`src/rtl/secproto_pkg.sv`:
```
/*
 * Shared constants for the security transfer command decoder: descriptor
 * layout, opcodes, protocol selector ranges, status and sense codes.
 * Assumes a byte-wide command/data path driven by the command engine.
 */
package secproto_pkg;
	localparam int CDB_LEN = 12;
	localparam logic [7:0] OP_SEC_IN = 8'hA2;
	localparam logic [7:0] OP_SEC_OUT = 8'hB5;
	localparam logic [7:0] PROT_INFO = 8'h00;
	localparam logic [7:0] PROT_FIRST = 8'h01;
	localparam logic [7:0] PROT_LAST = 8'h06;
	localparam int BYTE_OPCODE = 0;
	localparam int BYTE_PROT = 1;
	localparam int BYTE_SPEC_HI = 2;
	localparam int BYTE_SPEC_LO = 3;
	localparam int BYTE_UNIT = 4;
	localparam int BIT_INC512 = 7;
	localparam int BYTE_LEN0 = 6;
	localparam int BLOCK_SHIFT = 9;
	localparam logic [7:0] PAD_BYTE = 8'h00;
	localparam logic [7:0] STAT_GOOD = 8'h00;
	localparam logic [7:0] STAT_CHECK = 8'h02;
	localparam logic [3:0] SK_ILLEGAL = 4'h5;
	localparam logic [7:0] ASC_INV_CDB = 8'h24;
	localparam logic [7:0] ASCQ_NONE = 8'h00;
	localparam logic [7:0] NO_DATA_BYTE = 8'h00;
	localparam int LEN_W = 41;
endpackage

```
`src/rtl/secproto_cdb_parse.sv`:
```
/*
 * Collects the 12 descriptor bytes and decodes the fields.
 * Assumes cdb_valid strobes bytes in order starting with byte 0.
 */
`timescale 1ns/1ps
`default_nettype none
module secproto_cdb_parse
	import secproto_pkg::*;
(
	input wire logic clk, // Clock
	input wire logic rst, // Async reset
	input wire logic cdb_valid, // Descriptor byte strobe
	input wire logic [7:0] cdb_byte, // Descriptor byte
	output logic cdb_done, // Pulse: all bytes held
	output logic [7:0] opcode, // Byte 0
	output logic [7:0] prot, // Byte 1
	output logic [15:0] spec, // Bytes 2-3
	output logic inc512, // Length unit bit
	output logic [31:0] len_raw // Bytes 6-9
);
	logic [7:0] cdb_q [CDB_LEN];
	logic [3:0] idx_q;

	always_ff @(posedge clk or posedge rst)
	begin
		if (rst)
		begin
			idx_q <= 4'h0;
			cdb_done <= 1'b0;
		end
		else
		begin
			cdb_done <= 1'b0;
			if (cdb_valid)
			begin
				if (idx_q == 4'(CDB_LEN - 1))
				begin
					idx_q <= 4'h0;
					cdb_done <= 1'b1;
				end
				else
					idx_q <= idx_q + 4'h1;
			end
		end
	end

	always_ff @(posedge clk)
	begin
		if (cdb_valid)
			cdb_q[idx_q] <= cdb_byte;
	end

	assign opcode = cdb_q[BYTE_OPCODE];
	assign prot = cdb_q[BYTE_PROT];
	assign spec = {cdb_q[BYTE_SPEC_HI], cdb_q[BYTE_SPEC_LO]};
	assign inc512 = cdb_q[BYTE_UNIT][BIT_INC512];
	assign len_raw = {cdb_q[BYTE_LEN0], cdb_q[BYTE_LEN0 + 1], cdb_q[BYTE_LEN0 + 2], cdb_q[BYTE_LEN0 + 3]};
endmodule
`default_nettype wire

```
`src/rtl/secproto_result_buf.sv`:
```
/*
 * Holds result bytes produced by delivery-command processing.
 * Assumes one writer and one reader; contents dropped on clear.
 */
`timescale 1ns/1ps
`default_nettype none
module secproto_result_buf #(
	parameter int DEPTH = 256
) (
	input wire logic clk, // Clock
	input wire logic rst, // Async reset
	input wire logic clear, // Discard held results
	input wire logic wr_en, // Write a result byte
	input wire logic [7:0] wr_data, // Result byte
	input wire logic rd_en, // Consume one byte
	output logic [7:0] rd_data, // Byte at read pointer
	output logic [$clog2(DEPTH):0] count // Bytes held
);
	localparam int AW = $clog2(DEPTH);
	logic [7:0] mem [DEPTH];
	logic [AW-1:0] wp_q;
	logic [AW-1:0] rp_q;
	logic [AW:0] cnt_q;
	logic do_wr;
	logic do_rd;

	assign do_wr = wr_en && (cnt_q != (AW+1)'(DEPTH));
	assign do_rd = rd_en && (cnt_q != '0);
	assign count = cnt_q;
	assign rd_data = mem[rp_q];

	always_ff @(posedge clk or posedge rst)
	begin
		if (rst)
		begin
			wp_q <= '0;
			rp_q <= '0;
			cnt_q <= '0;
		end
		else if (clear)
		begin
			wp_q <= '0;
			rp_q <= '0;
			cnt_q <= '0;
		end
		else
		begin
			if (do_wr)
				wp_q <= wp_q + AW'(1);
			if (do_rd)
				rp_q <= rp_q + AW'(1);
			cnt_q <= cnt_q + (AW+1)'(do_wr) - (AW+1)'(do_rd);
		end
	end

	always_ff @(posedge clk)
	begin
		if (do_wr)
			mem[wp_q] <= wr_data;
	end
endmodule
`default_nettype wire

```
`src/rtl/secproto_cmd_decoder.sv`:
```
/*
 * Security transfer command decoder: parses the descriptor, runs the
 * return (in) and delivery (out) data phases, ends with status and sense.
 * Assumes the command engine supplies descriptor bytes, moves data bytes
 * with valid/ready, and runs the protocol engine beside this block.
 */
// Summary of operation
// - Opcode A2h is the return command, sending protocol info or held results to the host.
// - Opcode B5h is the delivery command, whose parameter list goes to the protocol engine.
// - Return selector 00h is protocol info, 01h-06h are protocols, 07h-FFh reserved.
// - Delivery selector 00h and 07h-FFh are reserved, 01h-06h are protocols.
// - Bytes 2-3 pass unchanged to the protocol engine, meaning fixed by the selector.
// - With the unit bit set, the return allocation length counts 512-byte blocks.
// - With the unit bit clear, the return allocation length is a byte maximum.
// - Return data may be padded to the scaled length, and pad bytes are 00h.
// - With the unit bit clear on delivery, exactly the transfer length in bytes is received.
// - With no result pending, a return sends a nothing-to-transfer reply.
// - Delivery results stay held until read on the same path, unit reset or connection loss.
// - First-style protocols report GOOD once the data is received; the host then reads results.
// - Second-style protocols report GOOD only after the engine reports success.
`timescale 1ns/1ps
`default_nettype none
module secproto_cmd_decoder
	import secproto_pkg::*;
#(
	parameter int RES_DEPTH = 256,
	parameter int NEXUS_W = 8
) (
	input wire logic clk, // Clock
	input wire logic rst, // Async reset
	input wire logic cdb_valid, // Descriptor byte strobe
	input wire logic [7:0] cdb_byte, // Descriptor byte
	input wire logic [NEXUS_W-1:0] cmd_nexus, // Issuing path of the command
	input wire logic lu_reset, // Logical unit reset pulse
	input wire logic nexus_loss, // Connection loss pulse
	input wire logic [NEXUS_W-1:0] loss_nexus, // Path that was lost
	input wire logic [7:0] dout_data, // Host to device byte
	input wire logic dout_valid, // Host byte valid
	output logic dout_ready, // Device takes host byte
	output logic [7:0] din_data, // Device to host byte
	output logic din_valid, // Device byte valid
	input wire logic din_ready, // Host takes device byte
	output logic [7:0] eng_prot, // Selector to protocol engine
	output logic [15:0] eng_spec, // Protocol-specific bytes
	output logic eng_start, // Pulse: command accepted
	output logic [7:0] eng_data, // Delivered byte to engine
	output logic eng_data_valid, // Delivered byte strobe
	input wire logic eng_style_b, // Protocol waits for processing
	input wire logic eng_done, // Processing finished
	input wire logic eng_ok, // Processing succeeded
	input wire logic [7:0] info_data, // Protocol info byte
	input wire logic info_valid, // Protocol info byte available
	output logic info_ready, // Info byte taken
	input wire logic [7:0] res_data, // Result byte from engine
	input wire logic res_valid, // Result byte strobe
	output logic done, // Pulse: command complete
	output logic [7:0] status, // Completion status
	output logic [3:0] sense_key, // Sense key
	output logic [7:0] sense_asc, // Additional sense code
	output logic [7:0] sense_ascq // Additional sense qualifier
);
	typedef enum logic [2:0] {
		ST_IDLE = 3'b000,
		ST_DECODE = 3'b001,
		ST_IN = 3'b011,
		ST_OUT = 3'b010,
		ST_WAIT = 3'b110,
		ST_STATUS = 3'b111
	} state_e;

	state_e state_q;
	logic cdb_done;
	logic [7:0] opcode;
	logic [7:0] prot;
	logic [15:0] spec;
	logic inc512;
	logic [31:0] len_raw;
	logic [LEN_W-1:0] len_q;
	logic [LEN_W-1:0] sent_q;
	logic [LEN_W-1:0] scaled;
	logic is_in_q;
	logic no_data_q;
	logic from_info_q;
	logic [7:0] status_q;
	logic bad_q;
	logic [NEXUS_W-1:0] owner_q;
	logic [NEXUS_W-1:0] cur_q;
	logic buf_clear;
	logic buf_rd;
	logic [7:0] buf_data;
	logic [$clog2(RES_DEPTH):0] buf_count;
	logic in_beat;
	logic out_beat;
	logic real_byte;

	function automatic logic prot_reserved(input logic [7:0] op, input logic [7:0] p);
		logic in_range;
		in_range = (p >= PROT_FIRST) && (p <= PROT_LAST);
		if (op == OP_SEC_IN)
			prot_reserved = !(in_range || p == PROT_INFO);
		else
			prot_reserved = !in_range;
	endfunction

	secproto_cdb_parse u_parse (
		.clk(clk),
		.rst(rst),
		.cdb_valid(cdb_valid),
		.cdb_byte(cdb_byte),
		.cdb_done(cdb_done),
		.opcode(opcode),
		.prot(prot),
		.spec(spec),
		.inc512(inc512),
		.len_raw(len_raw)
	);

	// Held results survive until read on the owning path or dropped
	assign buf_clear = lu_reset || (nexus_loss && loss_nexus == owner_q);

	secproto_result_buf #(
		.DEPTH(RES_DEPTH)
	) u_res (
		.clk(clk),
		.rst(rst),
		.clear(buf_clear),
		.wr_en(res_valid),
		.wr_data(res_data),
		.rd_en(buf_rd),
		.rd_data(buf_data),
		.count(buf_count)
	);

	assign scaled = inc512 ? (LEN_W'(len_raw) << BLOCK_SHIFT) : LEN_W'(len_raw);

	// Data real until source runs dry, then pad
	always_comb
	begin
		real_byte = 1'b0;
		if (no_data_q)
			real_byte = 1'b1;
		else if (from_info_q)
			real_byte = info_valid;
		else
			real_byte = (buf_count != '0);
	end

	assign din_valid = (state_q == ST_IN) && (sent_q != len_q);
	assign in_beat = din_valid && din_ready;
	assign info_ready = in_beat && from_info_q && info_valid;
	assign buf_rd = in_beat && !from_info_q && !no_data_q && (buf_count != '0);
	assign dout_ready = (state_q == ST_OUT) && (sent_q != len_q);
	assign out_beat = dout_ready && dout_valid;

	always_comb
	begin
		if (no_data_q)
			din_data = NO_DATA_BYTE;
		else if (!real_byte)
			din_data = PAD_BYTE;
		else if (from_info_q)
			din_data = info_data;
		else
			din_data = buf_data;
	end

	always_ff @(posedge clk or posedge rst)
	begin
		if (rst)
		begin
			eng_data <= 8'h00;
			eng_data_valid <= 1'b0;
		end
		else
		begin
			eng_data_valid <= out_beat;
			if (out_beat)
				eng_data <= dout_data;
		end
	end

	always_ff @(posedge clk or posedge rst)
	begin
		if (rst)
			owner_q <= '0;
		else if (state_q == ST_OUT && sent_q == len_q)
			owner_q <= cur_q;
	end

	always_ff @(posedge clk or posedge rst)
	begin
		if (rst)
		begin
			state_q <= ST_IDLE;
			len_q <= '0;
			sent_q <= '0;
			is_in_q <= 1'b0;
			no_data_q <= 1'b0;
			from_info_q <= 1'b0;
			bad_q <= 1'b0;
			status_q <= STAT_GOOD;
			cur_q <= '0;
			eng_prot <= 8'h00;
			eng_spec <= 16'h0000;
			eng_start <= 1'b0;
		end
		else
		begin
			eng_start <= 1'b0;
			case (state_q)
				ST_IDLE:
				begin
					if (cdb_done)
					begin
						cur_q <= cmd_nexus;
						state_q <= ST_DECODE;
					end
				end
				ST_DECODE:
				begin
					sent_q <= '0;
					len_q <= scaled;
					is_in_q <= (opcode == OP_SEC_IN);
					from_info_q <= (prot == PROT_INFO);
					no_data_q <= (prot != PROT_INFO) && (buf_count == '0 || owner_q != cur_q);
					if ((opcode != OP_SEC_IN && opcode != OP_SEC_OUT) || prot_reserved(opcode, prot))
					begin
						bad_q <= 1'b1;
						status_q <= STAT_CHECK;
						state_q <= ST_STATUS;
					end
					else
					begin
						bad_q <= 1'b0;
						status_q <= STAT_GOOD;
						eng_prot <= prot;
						eng_spec <= spec;
						eng_start <= 1'b1;
						state_q <= (opcode == OP_SEC_IN) ? ST_IN : ST_OUT;
					end
				end
				ST_IN:
				begin
					if (in_beat)
						sent_q <= sent_q + LEN_W'(1);
					if (sent_q == len_q)
						state_q <= ST_STATUS;
				end
				ST_OUT:
				begin
					if (out_beat)
						sent_q <= sent_q + LEN_W'(1);
					if (sent_q == len_q)
						state_q <= eng_style_b ? ST_WAIT : ST_STATUS;
				end
				ST_WAIT:
				begin
					if (eng_done)
					begin
						status_q <= eng_ok ? STAT_GOOD : STAT_CHECK;
						state_q <= ST_STATUS;
					end
				end
				ST_STATUS:
					state_q <= ST_IDLE;
				default:
					state_q <= ST_IDLE;
			endcase
		end
	end

	always_ff @(posedge clk or posedge rst)
	begin
		if (rst)
		begin
			done <= 1'b0;
			status <= STAT_GOOD;
			sense_key <= 4'h0;
			sense_asc <= 8'h00;
			sense_ascq <= 8'h00;
		end
		else
		begin
			done <= (state_q == ST_STATUS);
			if (state_q == ST_STATUS)
			begin
				status <= status_q;
				sense_key <= bad_q ? SK_ILLEGAL : 4'h0;
				sense_asc <= bad_q ? ASC_INV_CDB : 8'h00;
				sense_ascq <= ASCQ_NONE;
			end
		end
	end
endmodule
`default_nettype wire

```
`config.mk`:
```
export PLATFORM = sky130hd
export DESIGN_NAME = secproto_cmd_decoder
export DESIGN_NICKNAME = d
export VERILOG_FILES = /design/src/rtl/secproto_pkg.sv /design/src/rtl/secproto_cdb_parse.sv /design/src/rtl/secproto_result_buf.sv /design/src/rtl/secproto_cmd_decoder.sv
export SDC_FILE = /design/constraint.sdc
export NUM_CORES = 2
export LEC_CHECK = 0
export BUFFER_PORTS_ARGS = -buffer_cell sky130_fd_sc_hd__clkbuf_2
export CAP_MARGIN = 20
export CORE_UTILIZATION = 41
export DETAILED_ROUTE_END_ITERATION = 16
export PLACE_DENSITY = 0.62
export SYNTH_ARGS = -nofsm -noshare
export SYNTH_HDL_FRONTEND = slang
export SYNTH_SLANG_ARGS = --single-unit
```
`constraint.sdc`:
```
create_clock -name clk -period 11.49 [get_ports clk]
set_input_delay 1.7235 -clock clk [delete_from_list [all_inputs] [get_ports clk]]
set_output_delay 1.7235 -clock clk [all_outputs]
set_load 0.005 [all_outputs]
```
Word-level counts from Yosys, hierarchy flattened
Memories as Yosys holds them, arrays and structs flattened. A register that Yosys moved wholly into a read port is not among the register bits. Index checks and enable logic that the tools add are counted.

Output and inout bits: 74. Latch bits: 0. Register bits: 181. Input port bits: 60. Bits in writable memories: 2144. ROM bits: 0. Memories: 2.

Memories: u_res.mem (words 256, width 8, read ports 1, clocked after Yosys merged registers in 0, wr ports 1, line secproto_result_buf.sv:20) `logic [7:0] mem [DEPTH];`; u_parse.cdb_q (words 12, width 8, read ports 9, clocked after Yosys merged registers in 2, wr ports 1, line secproto_cdb_parse.sv:21) `logic [7:0] cdb_q [CDB_LEN];`.

Magnitude comparators: 2. Eq/ne operators: 20. Multiplexer cells: 40. Divide/modulo/power cells: 0. Multipliers: 0. $add $sub $neg: 6. Bitwise operators: 1. Reduce and logical (&&, ||, !) cells: 38. Shift operators: 0.

Operator list (number): $mux W41 (3); $pmux W41 S3 (1); $mux W8 (8); $add A41 B1 Y41 const B (1); $eq A41 B41 Y1 (1); $ne A41 B41 Y1 (1); $mux W3 (6); $add A8 B1 Y8 const B (2); $logic_and A1 B1 Y1 (16); $ne A8 B8 Y1 const B (2); $pmux W8 S2 (1); $mux W1 (15); $pmux W3 S5 (1); $add A9 B1 Y9 (1); $logic_not A9 Y1 (1); $mux W9 (1); $ne A9 B9 Y1 const B (1); $reduce_bool A9 Y1 (1); $sub A9 B1 Y9 (1); $eq A8 B8 Y1 (1); $eq A8 B8 Y1 const B (1); $ge A8 B1 Y1 const B (1); $le A8 B3 Y1 const B (1); $logic_not A8 Y1 (1); other kinds (21) (38).

Depth between registers and ports, before layout
An unclocked memory read counts as a cell.

Word-level depth: 10. Depth in mapped cells: 20. Depth with buffers taken out: 19.

Cells and area by module
A second synthesis with hierarchy kept.

Cells, all modules: 5040. Area total of the unflattened synthesis: 91612.9 um2.

By module, submodules not included: secproto_result_buf (instances 1, cells each 4170, area an instance 82012.4 um2, sequential area each 62124.6 um2); secproto_cmd_decoder (instances 1, cells each 763, area an instance 7278.2 um2, sequential area each 3553.4 um2); secproto_cdb_parse (instances 1, cells each 107, area an instance 2322.2 um2, sequential area each 2077.0 um2).

Worst setup path after synthesis
OpenSTA, ideal clock, no wires.

Path type: input port to output port. Start point: in info_valid. End point: out din_data[7]. Data required time: 9.767 ns. Setup slack: 6.968 ns. Stages on the path: 7. Arrival: 2.799 ns. Cells stage by stage: nand2_1 -> nor2_1 -> dlygate4sd1_1 -> a21oi_1 -> a311oi_1 -> o31ai_1 -> o41ai_1.

Word-level cells in the longest chain between the ends: 4.

RTL lines: start: declaration (line secproto_cmd_decoder.sv:52) `input wire logic info_valid,`; $mux W1 (line secproto_cmd_decoder.sv:142) `else if (from_info_q)`; $mux W1 (line secproto_cmd_decoder.sv:140) `if (no_data_q)`; $mux W8 (line secproto_cmd_decoder.sv:159) `else if (!real_byte)`; $mux W8 (line secproto_cmd_decoder.sv:157) `if (no_data_q)`; end: declaration (line secproto_cmd_decoder.sv:40) `output logic [7:0] din_data,`.

Every way passes these cells.

Worst setup path in the final report
Start point: reg u_res.rp_q[0]. End point: out din_data[5].

Word-level cells in the longest chain between the ends: 4.

RTL lines: start: declaration (line secproto_result_buf.sv:22) `logic [AW-1:0] rp_q;`; start signal: assignment (line secproto_result_buf.sv:51) `rp_q <= rp_q + AW'(1);`; $mem_v2 Z256 W8; $mux W8 (line secproto_cmd_decoder.sv:161) `else if (from_info_q)`; $mux W8 (line secproto_cmd_decoder.sv:159); $mux W8 (line secproto_cmd_decoder.sv:157).

Every way passes these cells.

==> metrics.md <==
| Metric | Value |
|---|---|
| Syn_area_per_cell | 18.9 sq um |
| TritonCTS buffer count | 219 |
| Die area | 223000 sq um |
| Layout Nets | 5031 |
| Final Hold Fails | 0 |
| CTS root buf | clkbuf_16 |
| Power per Cell Area | 186 nW/um^2 |
| Sequential fraction of the synthesis area | 74.7% |
| Clk sinks | 2285 |
| Grt ovf | 0 |
| Hpwl dp | 144000 um |
| Area post-placement | 94400 sq um |
| Tmin final | 7.99 ns |
| Via density | 5.87 |
| CP Buf/Inv Count | 3 |
| Post-cts resize count | 0 |
| Status | completed |
| Simple-gate share of the synthesized area | 4.21% |
| Max Transition Viols Final | 0 |
| Fraction of layout cells with a size suffix above 1 | 20.5% |
| Die X-Extent | 472 um |
| Fmax | 0.125 GHz |
| Vias in the first global route | 46094 |
| Max FO, Critical Path | 102 |
| CP arrival | 6.27 ns |
| WP data required | 9.77 ns |
| Clk buf depth | 3 |
| GP Congestion | 0.846 |
| Relative slew slack | 9.00% |
| # DRC | 0 |
| Fraction of registers with async set/reset | 7.53% |
| Cell chain of the critical path | buf_12, buf_4, mux4_1, mux4_2, a2111oi_0, o32ai_1, clkbuf_2 |
| Layout area overhead | 11.8% |
| Max-cap violations | 0 |
| Clock transition at path regs | 0.06 ns |
| Synth cell types | 83 |
| Syn Inst Count | 4788 |
| Crit Path Category | reg -> out |
| Port Buf Inserts | 110 |
| GR Util All Layers | 21.2% |
| Mux cell area share after synthesis | 14.5% |
| Setup bufs post-CTS | 0 |
| CP max stage cell | a2111oi_0 |
| P_leak | 31.9 nW |
| First-pass GRT wire length | 342000 um |
| Design area | 101000 sq um |
| Post-synth EDFFs | 2113 |
| Initial antenna violation count | 10 |
| RSZ-0062 raised after global routing | no |
| Synthesized-area fraction occupied by adder cells | 0.325% |
| Largest net degree at the start of global routing | 139 |
| Final WL | 239000 um |
| Clk_lat worst skew | 0.87 ns |
| Complex-gate fraction of the synthesized area | 3.49% |
| Placement row count | 172 |
| HP Class | reg -> reg |
| Wirelength per Cell | 29.5 um |
| # hold bufs at CTS | 0 |
| Post-Syn Area | 90700 sq um |
| Main flop type after synthesis | edfxtp_1 |
| Fin crit share | 69.6% |
| Skew final | 0.0560 ns |
| Initial core utilization | 41.3% |
| Core area | 220000 sq um |
| CP top delay family | buffers and inverters |
| Placed insts | 7681 |
| CTS tree | yes |
| #FFs+latches synth | 2285 |
| Setup violators final | 0 |
| Yosys warning total | 0 |
| Die H | 472 um |
| Post-Route Utilization | 46.2% |
| Antenna Nets Post-Route | 0 |
| Vias | 47520 |
| CTS H-tree lvls | 4 |
| Drt first pass iters | 7 |
| Final Non-Filler Cells | 8101 |
| XOR/XNOR Fraction of Synth Area | 0.763% |
| Largest family of logic cells by synthesized area | multiplexers |
| Worst Tran Pin Value | 1.33 ns |
| CP max stage delay | 1.15 ns |
| Setup TNS | 0 ns |
| Worst VDD drop | 0.138 mV |
| Startpoint types | register |
| Iter 0 DRT Violations | 5593 |
| CP Capture Type | output pin |
| IO Count | 134 |
==> per-stage QoR <==
step           setup WS [ns]  power, mW  hold slack (ns)
4_1_cts                 3.57       19.0            0.438
2_1_floorplan           5.11       11.4            0.415
5_1_grt                 3.43       19.5            0.449
3_5_place_dp            4.52       12.1            0.422
3_3_place_gp            4.48       12.0            0.421
6_report                3.50       18.9            0.435
==> layout by cell type (no fill, tap or decap), types with 53 or more instances in the layout <==
cell type,n
clkbuf_16,220
xnor2_1,64
nand2_1,263
edfxtp_1,2113
o21ai_0,106
mux2i_1,243
a21oi_1,103
mux4_2,452
clkbuf_2,102
clkbuf_1,53
nor2_1,334
nand3_1,54
dfrtp_1,165
buf_4,99
==> layer usage <==
metal  vias to the layer above  global-route usage, %  wire length (um)
met1                     25186                   31.1            101000
met5                         -                      0                50
li1                      19580                      -                 -
met2                      2363                   31.6            109000
met3                       383                   4.61             22600
met4                         8                   6.69              7260
==> report_power, final <==
part	internal, mW	switching [mW]
clock network	3.88	3.15
registers	9.26	0.154
logic	1.10	1.37
==> path summary, 6_finish.rpt <==
kind	to	startpoint	cells after the start	slack, ns
worst max-delay path	din_data[5]	u_res.rp_q[0]$_DFFE_PP0P_	7	3.50
worst min-delay path	eng_spec[10]$_DFFE_PP0P_	u_parse.cdb_q[2][2]$_DFFE_PP_	2	0.43
worst max register to register	u_res.count[8]$_DFF_PP0_	sent_q[0]$_DFFE_PP0P_	18	6.66
worst min register to register	eng_spec[10]$_DFFE_PP0P_	u_parse.cdb_q[2][2]$_DFFE_PP_	2	0.43
max in group asynchronous	eng_data[0]$_DFFE_PP0P_	rst	3	9.18
min in group asynchronous	cur_q[3]$_DFFE_PP0P_	rst	2	1.02
==> cell usage after synthesis, drive strengths merged (56+ instances only) <==
master / instances / area [sq um]
edfxtp: 2113 / 63500
mux4: 458 / 10300
nor2: 338 / 1270
nand2: 272 / 1020
mux2i: 243 / 2430
dfrtp: 172 / 4300
buf: 158 / 1170
clkbuf: 145 / 559
o21ai: 106 / 531
a21oi: 103 / 515
xnor2: 64 / 561
nand3: 56 / 285
==> logic make-up (layout without fill, tap and decap cells) <==
group           count (synthesis)  after routing
compound gates                476            476
buf+inv                       336            665
flops                        2285           2285
fa+ha+maj                      23             23
other cells                     1             27
mux                           733            733
simple gates                  855            855
xor+xnor                       79             79
==> state kept, by name, indices dropped and copies added, names as in the netlist, 2 cells and up, named ones only <==
signal / count
u_parse.idx_q: 4
u_parse.cdb_q: 65
cur_q: 8
u_res.mem: 2048
eng_spec: 16
u_res.wp_q: 8
eng_data: 8
state_q: 2
sent_q: 41
u_res.rp_q: 8
owner_q: 8
len_q: 41
u_res.count: 9
eng_prot: 8
==> tightest hold or removal path, stage by stage, from the launching register on <==
cell and delay (ns):
edfxtp_1 0.32, nand2_1 0.04, nand2_1 0.04
==> final cells by class <==
type,count,area (sq um)
fillers,18325,118000
diodes,4,10.0
flip-flops and latches,2285,67800
multi-input cells,2189,21300
clock buffers,277,5760
inverters,32,133
repair buffers,221,1570
well taps,2958,3700
clock inverters,135,1220
No activity file was read; power rests on OpenSTA's default activity.
